--- src/include/pwm_art_pkg.sv ---
/*
  package for the 8-bit auto-reload pwm timer: register byte addresses,
  field positions, reset values and the bus response codes.
  assumes a 32-bit axi4-lite slave with one register per aligned word.
*/
package pwm_art_pkg;
  localparam int          ADDR_W          = 6;
  // register byte addresses, one aligned word each
  localparam logic [5:0]  DUTY_BASE_ADDR  = 6'h00;
  localparam logic [5:0]  WOC_ADDR        = 6'h10;
  localparam logic [5:0]  TCS_ADDR        = 6'h14;
  localparam logic [5:0]  LCW_ADDR        = 6'h18;
  localparam logic [5:0]  RELOAD_ADDR     = 6'h1C;
  localparam logic [5:0]  CCS_ADDR        = 6'h20;
  localparam logic [5:0]  CAP_BASE_ADDR   = 6'h24;
  // timer_control_status fields
  localparam int          EXT_SEL_BIT     = 7;
  localparam int          DIV_HI_BIT      = 6;
  localparam int          DIV_LO_BIT      = 4;
  localparam int          CNT_EN_BIT      = 3;
  localparam int          FORCE_BIT       = 2;
  localparam int          OVF_IE_BIT      = 1;
  localparam int          OVF_FLAG_BIT    = 0;
  // capture_control_status fields
  localparam int          EDGE_LO_BIT     = 4;
  localparam int          CIE_LO_BIT      = 2;
  localparam int          CFLAG_LO_BIT    = 0;
  // waveform_output_control fields
  localparam int          OE_LO_BIT       = 4;
  localparam int          POL_LO_BIT      = 0;
  localparam logic [7:0]  REG_RESET       = 8'h00;
  localparam logic [6:0]  PRESC_RESET     = 7'h00;
  localparam logic [7:0]  COUNT_TOP       = 8'hFF;
  localparam logic [1:0]  RESP_OKAY       = 2'h0;
  localparam logic [1:0]  RESP_SLVERR     = 2'h2;
endpackage

--- src/logic/pwm_auto_reload_timer.sv ---
/*
  8-bit auto-reload timer with four pwm channels and two input captures,
  register file on axi4-lite.
  assumes ref_clk at 20 MHz; pins and the external clock are asynchronous
  and pass a two-flop synchroniser; the external clock runs well below
  ref_clk/2 so each rising edge is seen.
*/
// Decided for this implementation: the placing of the registers and the AXI4-Lite slave port.
// Overview of operation
// RULE1 - control bit 7 picks cpu clock or external clock for the prescaler
// RULE2 - divider field bits 6:4 divides prescaler input by two to the power
// RULE3 - count enable bit 3 low freezes counter and prescaler; high runs
// RULE4 - force reload bit 2 always reads back as zero
// RULE5 - writing force reload loads counter from reload value, clears prescaler
// RULE6 - overflow irq asserts when flag set and irq enable bit 1 is set
// RULE7 - overflow flag set on FFh wrap, cleared by reading control register
// RULE8 - live counter window reads live count, writes load the counter
// RULE9 - each overflow reloads counter from reload value register
// RULE10 - at overflow each pwm output switches level per its polarity
// RULE11 - pwm control bits 7:4 enable each channel onto its pin
// RULE12 - polarity 0 gives high at or below compare, low above; 1 inverts
// RULE13 - changing a polarity bit inverts the output immediately
// RULE14 - duty register gives second edge; reload value gives common first
// RULE15 - capture control bits 7:6 read as zero
// RULE16 - capture edge bits 5:4: 0 falling, 1 rising edge captures
// RULE17 - capture irq enable bits 3:2, one per capture channel
// RULE18 - capture flags bits 1:0 set on capture, cleared by reading capture
// RULE19 - capture register holds latched count; writes ignored
// RULE20 - every timer register resets to zero
// RULE21 - compare value copied from duty register at each overflow
// RULE22 - after capture, further captures blocked until register read
// RULE23 - counter increments once per prescaler output tick
// RULE24 - counter loads by window write or force reload clear prescaler
`timescale 1ns/1ps
module pwm_auto_reload_timer #(
  parameter int NUM_PWM = 4,
  parameter int NUM_CAP = 2
) (
  input  wire logic                        ref_clk,
  input  wire logic                        sys_rst,
  input  wire logic [pwm_art_pkg::ADDR_W-1:0] s_axi_awaddr,
  input  wire logic                        s_axi_awvalid,
  output logic                             s_axi_awready,
  input  wire logic [31:0]                 s_axi_wdata,
  input  wire logic [3:0]                  s_axi_wstrb,
  input  wire logic                        s_axi_wvalid,
  output logic                             s_axi_wready,
  output logic [1:0]                       s_axi_bresp,
  output logic                             s_axi_bvalid,
  input  wire logic                        s_axi_bready,
  input  wire logic [pwm_art_pkg::ADDR_W-1:0] s_axi_araddr,
  input  wire logic                        s_axi_arvalid,
  output logic                             s_axi_arready,
  output logic [31:0]                      s_axi_rdata,
  output logic [1:0]                       s_axi_rresp,
  output logic                             s_axi_rvalid,
  input  wire logic                        s_axi_rready,
  input  wire logic                        ext_clock_pin,
  input  wire logic [NUM_CAP-1:0]          capture_input_pin,
  output logic [NUM_PWM-1:0]               waveform_output_pin,
  output logic [NUM_PWM-1:0]               waveform_output_oe,
  output logic                             overflow_irq,
  output logic                             capture_irq
);
  import pwm_art_pkg::*;

  typedef struct packed {
    logic [ADDR_W-1:0]        aw_addr;
    logic                     aw_have;
    logic [31:0]              w_data;
    logic [3:0]               w_strb;
    logic                     w_have;
    logic                     bvalid;
    logic [1:0]               bresp;
    logic                     rvalid;
    logic [1:0]               rresp;
    logic [31:0]              rdata;
    logic [1:0]               ext_sync;
    logic                     ext_prev;
    logic [NUM_CAP-1:0]       cap_s1;
    logic [NUM_CAP-1:0]       cap_s2;
    logic [NUM_CAP-1:0]       cap_prev;
    logic                     ext_sel;
    logic [2:0]               div_sel;
    logic                     cnt_en;
    logic                     ovf_ie;
    logic                     ovf_flag;
    logic [7:0]               count;
    logic [6:0]               presc;
    logic [7:0]               reload;
    logic [NUM_PWM-1:0]       out_en;
    logic [NUM_PWM-1:0]       polarity;
    logic [NUM_PWM-1:0][7:0]  duty;
    logic [NUM_PWM-1:0][7:0]  compare;
    logic [NUM_PWM-1:0]       raw_level;
    logic [NUM_CAP-1:0]       edge_sel;
    logic [NUM_CAP-1:0]       cap_ie;
    logic [NUM_CAP-1:0]       cap_flag;
    logic [NUM_CAP-1:0][7:0]  cap_data;
  } state_t;

  state_t st_ff;
  state_t nxt_st;

  logic       wr_go;
  logic       rd_go;
  logic       in_tick;
  logic       cnt_tick;
  logic [6:0] presc_inc;
  logic [6:0] tap_mask;
  logic [7:0] rd_val;
  logic       rd_hit;
  logic       wr_hit;
  logic [7:0] wbyte;
  logic       overflow;

  //////////////////////////////////////////////////////////////////////////
  // bus handshake: address and data taken in either order
  assign s_axi_awready = !st_ff.aw_have && !st_ff.bvalid;
  assign s_axi_wready  = !st_ff.w_have && !st_ff.bvalid;
  assign s_axi_arready = !st_ff.rvalid;
  assign s_axi_bvalid  = st_ff.bvalid;
  assign s_axi_bresp   = st_ff.bresp;
  assign s_axi_rvalid  = st_ff.rvalid;
  assign s_axi_rresp   = st_ff.rresp;
  assign s_axi_rdata   = st_ff.rdata;
  assign wr_go = st_ff.aw_have && st_ff.w_have && !st_ff.bvalid;
  assign rd_go = s_axi_arvalid && s_axi_arready;
  assign wbyte = st_ff.w_strb[0] ? st_ff.w_data[7:0] : REG_RESET;

  //////////////////////////////////////////////////////////////////////////
  // prescaler tap and overflow detection
  always_comb begin
    tap_mask  = 7'((8'h01 << st_ff.div_sel) - 8'h01);
    in_tick   = st_ff.ext_sel ? (st_ff.ext_sync[1] && !st_ff.ext_prev)
                              : 1'b1; // RULE1
    presc_inc = st_ff.presc + 7'h01;
    cnt_tick  = st_ff.cnt_en && in_tick
                && ((st_ff.presc & tap_mask) == tap_mask); // RULE2 RULE3
    overflow  = cnt_tick && (st_ff.count == COUNT_TOP);
  end

  //////////////////////////////////////////////////////////////////////////
  // register read mux
  always_comb begin
    rd_val = REG_RESET;
    rd_hit = 1'b1;
    unique case (s_axi_araddr)
      TCS_ADDR: rd_val = {st_ff.ext_sel, st_ff.div_sel, st_ff.cnt_en,
                          1'b0, st_ff.ovf_ie, st_ff.ovf_flag}; // RULE4
      LCW_ADDR:    rd_val = st_ff.count; // RULE8
      RELOAD_ADDR: rd_val = st_ff.reload;
      WOC_ADDR:    rd_val = {st_ff.out_en, st_ff.polarity};
      CCS_ADDR:    rd_val = {2'b00, st_ff.edge_sel, st_ff.cap_ie,
                             st_ff.cap_flag}; // RULE15
      CAP_BASE_ADDR:         rd_val = st_ff.cap_data[0];
      CAP_BASE_ADDR + 6'h04: rd_val = st_ff.cap_data[1];
      DUTY_BASE_ADDR:        rd_val = st_ff.duty[0];
      DUTY_BASE_ADDR + 6'h04: rd_val = st_ff.duty[1];
      DUTY_BASE_ADDR + 6'h08: rd_val = st_ff.duty[2];
      DUTY_BASE_ADDR + 6'h0C: rd_val = st_ff.duty[3];
      default: rd_hit = 1'b0;
    endcase
  end

  always_comb begin
    wr_hit = 1'b1;
    unique case (st_ff.aw_addr)
      TCS_ADDR, LCW_ADDR, RELOAD_ADDR, WOC_ADDR, CCS_ADDR,
      CAP_BASE_ADDR, CAP_BASE_ADDR + 6'h04,
      DUTY_BASE_ADDR, DUTY_BASE_ADDR + 6'h04,
      DUTY_BASE_ADDR + 6'h08, DUTY_BASE_ADDR + 6'h0C: wr_hit = 1'b1;
      default: wr_hit = 1'b0;
    endcase
  end

  //////////////////////////////////////////////////////////////////////////
  // next state
  always_comb begin
    nxt_st = st_ff;
    // synchronisers
    nxt_st.ext_sync = {st_ff.ext_sync[0], ext_clock_pin};
    nxt_st.ext_prev = st_ff.ext_sync[1];
    nxt_st.cap_s1   = capture_input_pin;
    nxt_st.cap_s2   = st_ff.cap_s1;
    nxt_st.cap_prev = st_ff.cap_s2;

    // bus channels
    if (s_axi_awvalid && s_axi_awready) begin
      nxt_st.aw_addr = s_axi_awaddr;
      nxt_st.aw_have = 1'b1;
    end
    if (s_axi_wvalid && s_axi_wready) begin
      nxt_st.w_data = s_axi_wdata;
      nxt_st.w_strb = s_axi_wstrb;
      nxt_st.w_have = 1'b1;
    end
    if (wr_go) begin
      nxt_st.aw_have = 1'b0;
      nxt_st.w_have  = 1'b0;
      nxt_st.bvalid  = 1'b1;
      nxt_st.bresp   = wr_hit ? RESP_OKAY : RESP_SLVERR;
    end
    if (st_ff.bvalid && s_axi_bready) begin
      nxt_st.bvalid = 1'b0;
    end
    if (rd_go) begin
      nxt_st.rvalid = 1'b1;
      nxt_st.rdata  = {24'h000000, rd_val};
      nxt_st.rresp  = rd_hit ? RESP_OKAY : RESP_SLVERR;
    end
    if (st_ff.rvalid && s_axi_rready) begin
      nxt_st.rvalid = 1'b0;
    end

    // counter and prescaler
    if (st_ff.cnt_en && in_tick) begin
      nxt_st.presc = presc_inc; // RULE3
    end
    if (cnt_tick) begin
      nxt_st.count = overflow ? st_ff.reload
                              : st_ff.count + 8'h01; // RULE23 RULE9
    end
    for (int i = 0; i < NUM_PWM; i++) begin
      if (overflow) begin
        nxt_st.compare[i]   = st_ff.duty[i]; // RULE21
        nxt_st.raw_level[i] = 1'b1; // RULE10 RULE14
      end else if (cnt_tick && st_ff.count == st_ff.compare[i]) begin
        nxt_st.raw_level[i] = 1'b0; // RULE12 RULE14
      end
    end

    // read side effects
    if (rd_go && s_axi_araddr == TCS_ADDR) begin
      nxt_st.ovf_flag = 1'b0; // RULE7
    end
    for (int c = 0; c < NUM_CAP; c++) begin
      if (rd_go && s_axi_araddr == CAP_BASE_ADDR + 6'(4 * c)) begin
        nxt_st.cap_flag[c] = 1'b0; // RULE18 RULE22
      end
    end

    // register writes
    if (wr_go && st_ff.w_strb[0]) begin
      unique case (st_ff.aw_addr)
        TCS_ADDR: begin
          nxt_st.ext_sel = wbyte[EXT_SEL_BIT];
          nxt_st.div_sel = wbyte[DIV_HI_BIT:DIV_LO_BIT];
          nxt_st.cnt_en  = wbyte[CNT_EN_BIT];
          nxt_st.ovf_ie  = wbyte[OVF_IE_BIT];
          if (wbyte[FORCE_BIT]) begin
            nxt_st.count = st_ff.reload; // RULE5
            nxt_st.presc = PRESC_RESET; // RULE24
          end
        end
        LCW_ADDR: begin
          nxt_st.count = wbyte; // RULE8
          nxt_st.presc = PRESC_RESET; // RULE24
        end
        RELOAD_ADDR: nxt_st.reload = wbyte;
        WOC_ADDR: begin
          nxt_st.out_en   = wbyte[OE_LO_BIT +: NUM_PWM];
          nxt_st.polarity = wbyte[POL_LO_BIT +: NUM_PWM];
        end
        CCS_ADDR: begin
          nxt_st.edge_sel = wbyte[EDGE_LO_BIT +: NUM_CAP];
          nxt_st.cap_ie   = wbyte[CIE_LO_BIT +: NUM_CAP];
        end
        DUTY_BASE_ADDR:         nxt_st.duty[0] = wbyte;
        DUTY_BASE_ADDR + 6'h04: nxt_st.duty[1] = wbyte;
        DUTY_BASE_ADDR + 6'h08: nxt_st.duty[2] = wbyte;
        DUTY_BASE_ADDR + 6'h0C: nxt_st.duty[3] = wbyte;
        default: ; // capture registers are read-only: RULE19
      endcase
    end

    // overflow set wins over its read clear; a capture sets only a flag that is already clear
    if (overflow) begin
      nxt_st.ovf_flag = 1'b1; // RULE7
    end
    for (int c = 0; c < NUM_CAP; c++) begin
      if (!st_ff.cap_flag[c]
          && (st_ff.cap_s2[c] != st_ff.cap_prev[c])
          && (st_ff.cap_s2[c] == st_ff.edge_sel[c])) begin // RULE16
        nxt_st.cap_flag[c] = 1'b1; // RULE18
        nxt_st.cap_data[c] = st_ff.count; // RULE19 RULE22
      end
    end

    if (sys_rst) begin
      nxt_st = '0; // RULE20
    end
  end

  always_ff @(posedge ref_clk) begin
    st_ff <= nxt_st;
  end

  //////////////////////////////////////////////////////////////////////////
  // outputs
  assign waveform_output_pin = (st_ff.raw_level ^ st_ff.polarity)
                               & st_ff.out_en; // RULE13 RULE12 RULE11
  assign waveform_output_oe  = st_ff.out_en; // RULE11
  assign overflow_irq = st_ff.ovf_flag && st_ff.ovf_ie; // RULE6
  assign capture_irq  = |(st_ff.cap_flag & st_ff.cap_ie); // RULE17
endmodule

--- config.mk ---
export PLATFORM = sky130hd
export DESIGN_NAME = pwm_auto_reload_timer
export DESIGN_NICKNAME = d
export VERILOG_FILES = /design/src/include/pwm_art_pkg.sv /design/src/logic/pwm_auto_reload_timer.sv
export SDC_FILE = /design/constraint.sdc
export NUM_CORES = 1
export LEC_CHECK = 0
export BUFFER_PORTS_ARGS = -buffer_cell sky130_fd_sc_hd__buf_4
export CAP_MARGIN = 20
export CELL_PAD_IN_SITES_DETAIL_PLACEMENT = 0
export CELL_PAD_IN_SITES_GLOBAL_PLACEMENT = 1
export CORE_MARGIN = 4
export CORE_UTILIZATION = 43
export DETAILED_ROUTE_END_ITERATION = 8
export PLACE_DENSITY = 0.81
export SYNTH_ARGS = -nofsm -noshare
export SYNTH_HDL_FRONTEND = slang
export SYNTH_SLANG_ARGS = --single-unit
--- constraint.sdc ---
create_clock -name ref_clk -period 1.95 [get_ports ref_clk]
set_input_delay 0.195 -clock ref_clk [delete_from_list [all_inputs] [get_ports ref_clk]]
set_output_delay 0.195 -clock ref_clk [all_outputs]
set_load 0.01 [all_outputs]
==> flow_summary.toml, run 1 <==
[detailed_routing]
post_drt_via_cell_ratio = 5.50
firstDrtPassIters = 5
vias = 6945
antenna_left = 0
remaining_drc_errors = 0
wirelength_microns = 23200
drt_iter0_drc = 702
wl_per_cell_microns = 18.3

[synthesis]
synth_seq_area_share = 0.416
ys.flop_type = "dfxtp_1"
synthCells = 941
syn_avg_cell_area_sq_um = 8.49
yosys.cell_types.count = 64
syn_area_sq_um = 7990
ys_seq_elements = 166
synth_top_area_frac = 0.416
netlist_top_cells_area = "dfxtp_1 (42%), mux2i_1 (8.6%), nand2_1 (7.7%), a21oi_1 (5.8%), nor2_1 (4.5%)"
synth_edf_count = 0
yosysWarnings = 0
synthArstFlopShare = 0
synth_top_area_cell = "dfxtp_1"

[floorplan]
num_rows = 49
core_area_sq_um = 18100
dieWidth_microns = 144
initial_core_util = 0.440
die-area_sq_um = 20800
io_pins = 109
die_y_microns = 144

[timing]
skew_ns = 0.0131
finalSetupViolCount = 0
hold_viol_final = 0
hold_slack_ns = 0.0125
slew_headroom = 0.601
rsz0062_at_grt = "yes"
drv_slew = 0
fmax_ghz = 0.527
finalCriticalPeriod_ns = 1.90
fin_setup_tns_ns = 0
fin_crit_sh = 0.973
max_slew.worst_pin.slew_ns = 0.597

[outcome]
status = "completed"

[cells_and_area]
fin_area_sq_um = 9560
seqCellArea_sq_um = 3330
layout.nets = 1083
multi_input_area_sq_um = 4260
drive_gt1_frac = 0.173
final_cell_mix = "nand2_1 (163), dfxtp_1 (163), buf_4 (108)"
fill_cells = 1744
diodes = 0
synthToLayoutAreaGrowth_pct = 19.6

[clock_tree]
clk_latency_ns = 0.44
clkTransAtPathRegs_ns = 0.06
h-tree-depth = 4
cts_root_buffer = "clkbuf_16"
cts_tree = "built"
cts.sinks = 166
clockBufferDepth = 2
cts_made_buffers = 17

[power_and_ir_drop]
power.static_leakage_uw = 0.00347
peakVddDrop_mv = 0.641
power_density_nw_per_um2 = 740

[setup_path]
critical_path_class = "register to register"
worstSetupEndpointType = "register"
cp-start-kind = "register"
worstPathMaxFanout = 8
required_ns = 2.26
crit_arrival_ns = 2.20

[placement]
gp_congestion = 0.893
hpwl_microns = 15900
port_buffers = 55
dpl_cell_area_sq_um = 8760

[worst_hold_path]
min_path_type = "input pin to register"

[global_routing]
grt_usage = 0.224
overflow = 0
grt_pass1_vias = 6274
grt_max_degree = 114
grt_pass1_wl_microns = 35600
antenna_found_initial = 0

[run]
maxCapViolations = 0
-- timing repair --
action | in CTS | in global routing
gates resized for setup | 0 | 12
endpoints found under the hold margin | 12 | 0
hold buffers | 12 | 0
setup buffers | 0 | 6
setup endpoints to repair | 0 | 46
-- cell type report --
| cell class | instances | share of cell area |
|---|---|---|
| clock buffers | 22 | 0.0486 |
| multi-input cells | 703 | 0.446 |
| clock inverters | 8 | 0.00812 |
| repair buffers | 129 | 0.117 |
| well taps | 229 | 0.0300 |
| flip-flops and latches | 166 | 0.348 |
| inverters | 6 | 0.00236 |
-- critical path, cell delays in order (launching register included) --
cell and delay [ns]:
dfxtp_2 0.35, and3b_2 0.25, nand2_2 0.07, or3_4 0.40
buf_12 0.16, nor2_8 0.24, mux2i_1 0.22, nor2_1 0.06
-- Yosys cell counts, types with 6 or more instances --
cell type	count
mux2i_1	69
o31ai_1	6
nor3_1	6
o21ai_0	22
o2bb2ai_1	6
and2_1	17
mux4_2	6
dfxtp_1	166
inv_1	6
buf_4	40
nand2_1	165
a22o_1	6
nor2b_1	18
xnor2_1	35
nand4_1	12
clkbuf_1	31
a21oi_1	93
nand3_1	23
nor2_1	96
a22oi_1	20
buf_2	15
-- report_power, final --
part	switching, uW	total (uW)	internal, uW
registers	49.6	3480	3430
clock network	1350	3150	1800
logic	262	439	178
total	1660	7070	5410
-- flip-flops by register name, indices dropped and copies added, names as in the netlist --
register / count
s_axi_bresp: 1
s_axi_rvalid: 1
waveform_output_oe: 4
s_axi_rresp: 1
s_axi_bvalid: 1
s_axi_rdata: 8
st_ff: 150
-- final timing paths --
check                             endpoint  depth (start not counted)            from  slack [ns]
worst min-delay path            st_ff[184]                          3  s_axi_wdata[4]        0.01
worst min register to register  st_ff[136]                          1      st_ff[135]        0.44
worst max-delay path             st_ff[59]                          7      st_ff[175]        0.05
worst max register to register   st_ff[59]                          7      st_ff[175]        0.05
-- cells by family (layout without fill, tap and decap cells) --
| kind of cell | Yosys count | count (layout) | synth area share |
|---|---|---|---|
| xor+xnor | 40 | 40 | 0.0438 |
| other cells | 1 | 26 | 0.000469 |
| simple gates | 373 | 373 | 0.223 |
| mux | 76 | 76 | 0.105 |
| fa+ha+maj | 2 | 2 | 0.00313 |
| buf+inv | 97 | 165 | 0.0678 |
| flops | 166 | 166 | 0.416 |
| compound gates | 186 | 186 | 0.141 |
-- routing by layer --
metal	GRT usage	share of wire	routed length, microns	vias up
met1	0.325	0.46	10700	3316
met5	0	0	0	-
met3	0.0370	0.071	1650	25
met4	0.0658	0.015	338	0
li1	-	-	-	3348
met2	0.341	0.45	10500	256
-- through the flow --
step | setup WS, ns | power, uW | util | instances
after floorplan | 0.123 | 3830 | - | 966
after global placement | -0.00884 | 3960 | 0.483 | 1214
after detailed placement | -0.0588 | 3970 | 0.483 | 1214
after CTS | 0.0250 | 7110 | 0.519 | 1256
after global routing | -0.0229 | 7320 | 0.527 | 1263
final | 0.0523 | 7070 | 0.527 | 1263
(Power assumes the default switching activity.)
==> inputs of run 2 (changes only) <==
--- a/config.mk
+++ b/config.mk
@@ -13,6 +13,7 @@
 export CORE_UTILIZATION = 43
 export DETAILED_ROUTE_END_ITERATION = 8
 export PLACE_DENSITY = 0.81
+export SETUP_SLACK_MARGIN = 0.3
 export SYNTH_ARGS = -nofsm -noshare
 export SYNTH_HDL_FRONTEND = slang
 export SYNTH_SLANG_ARGS = --single-unit
==> flow_summary.toml, run 2 (synthesized netlist as in run 1, its figures left out) <==
[timing]
skew_ns = 0.00739
rsz0062_at_grt = "yes"
layout_setup_ws_ns = 0.128
fin_setup_tns_ns = 0
hold_viol_final = 0
finalCriticalPeriod_ns = 1.82
fin_crit_sh = 0.934
fmax_ghz = 0.549
finalSetupViolCount = 0
drv_slew = 0
hold_slack_ns = 0.0214
max_slew.worst_pin.slew_ns = 0.578
slew_headroom = 0.614

[detailed_routing]
vias = 7106
antenna_left = 0
drt_iter0_drc = 579
remaining_drc_errors = 0
wl_per_cell_microns = 18.7
post_drt_via_cell_ratio = 5.51
firstDrtPassIters = 5
wirelength_microns = 24200

[cells_and_area]
drive_gt1_frac = 0.244
largest_reg_flops = 150
layout.nets = 1106
synthToLayoutAreaGrowth_pct = 26.3
final_cell_mix = "nand2_1 (156), dfxtp_1 (156), buf_4 (118)"
fin_cells = 1289
multi_input_area_sq_um = 4540
fill_cells = 1659
fin_area_sq_um = 10100
seqCellArea_sq_um = 3340
top_register = "st_ff"

[floorplan]
die-area_sq_um = 20800
io_pins = 109
num_rows = 49
dieWidth_microns = 144
initial_core_util = 0.440
core_area_sq_um = 18100
die_y_microns = 144

[power_and_ir_drop]
power_frac_clock = 0.440
power_frac_comb = 0.066
seq_power_share = 0.494
power.static_leakage_uw = 0.00371
peakVddDrop_mv = 0.571
p_int_uw = 5290
p_sw_frac = 0.249
p_switching_uw = 1750
power_density_nw_per_um2 = 697

[placement]
dpl.cell_count = 1219
gp_congestion = 0.892
hpwl_microns = 16300
place_ws_ns = 0.0495
dpl_cell_area_sq_um = 8820
port_buffers = 55

[global_routing]
grt_max_degree = 81
grt_pass1_vias = 6540
grt_pass1_wl_microns = 36500
overflow = 0
antenna_found_initial = 0
grt_usage = 0.229

[clock_tree]
cts.sinks = 166
cts_tree = "built"
clk_latency_ns = 0.43
cts_root_buffer = "clkbuf_16"
cts_made_buffers = 17
h-tree-depth = 4
clkTransAtPathRegs_ns = 0.07
clockBufferDepth = 2

[setup_path]
required_ns = 2.28
worstPathMaxFanout = 4
critical_path_class = "register to register"
crit_arrival_ns = 2.15
cp-start-kind = "register"
worstSetupEndpointType = "register"

[worst_hold_path]
min_path_type = "input pin to register"

[run]
maxCapViolations = 0

[outcome]
status = "completed"
==> run 2: changes by cell type in the layout (fill, tap and decap cells not counted), moves of 5 or more <==
| cell | delta |
|---|---|
| a21oi_1 | -10 |
| a21oi_2 | +10 |
| buf_4 | +10 |
| buf_6 | +10 |
| dfxtp_1 | -7 |
| nand2_1 | -7 |
| dfxtp_2 | +6 |
| o21ai_0 | -6 |
| nor3_1 | -5 |
==> run 2: repair_timing <==
item	in CTS	in global routing
gates cloned	2	1
hold endpoints to repair	13	0
setup endpoints to repair	94	109
setup buffers	12	9
hold buffers	13	0
gates resized for setup	33	58
pin swaps	8	20
==> run 2: per-layer routing <==
layer / part of all wire / vias up / track usage
li1: - / 3403 / -
met1: 0.45 / 3420 / 0.318
met2: 0.46 / 248 / 0.354
met3: 0.068 / 35 / 0.0503
met4: 0.024 / 0 / 0.0785
met5: 0 / - / 0
==> run 2: final timing paths <==
path	startpoint	end	slack [ns]	cells after the start
setup / recovery	st_ff[124]	st_ff[118]	0.13	8
hold / removal	s_axi_wdata[5]	st_ff[185]	0.02	3
setup reg to reg	st_ff[124]	st_ff[118]	0.13	8
hold reg to reg	st_ff[132]	st_ff[130]	0.44	1
==> run 2: final cells by class <==
class / instances / area share
diodes: 1 / 0.000248
inverters: 6 / 0.00223
multi-input cells: 703 / 0.449
clock inverters: 14 / 0.0103
flip-flops and latches: 166 / 0.331
repair buffers: 152 / 0.136
clock buffers: 18 / 0.0435
well taps: 229 / 0.0284
==> run 2: through the flow <==
stage | util | power, uW
after detailed placement | 0.486 | 3980
after CTS | 0.540 | 7090
after global placement | 0.486 | 3970
final | 0.556 | 7040
after floorplan | - | 3830
after global routing | 0.556 | 7270
==> run 2: power groups by stage <==
stage	Clock, uW	Combinational, uW	Sequential [uW]
after floorplan	0	297	3540
after global placement	0	421	3550
after detailed placement	0	423	3550
after CTS	3160	455	3480
after global routing	3280	509	3480
final	3090	466	3480
==> run 2: critical path: stages, from the launching register on <==
cell and delay, ns:
dfxtp_2 0.33, nor2b_1 0.12, o21a_1 0.19, o22a_4 0.27
buf_4 0.15, buf_4 0.13, nor3_2 0.20, a21oi_1 0.10
o32ai_1 0.23
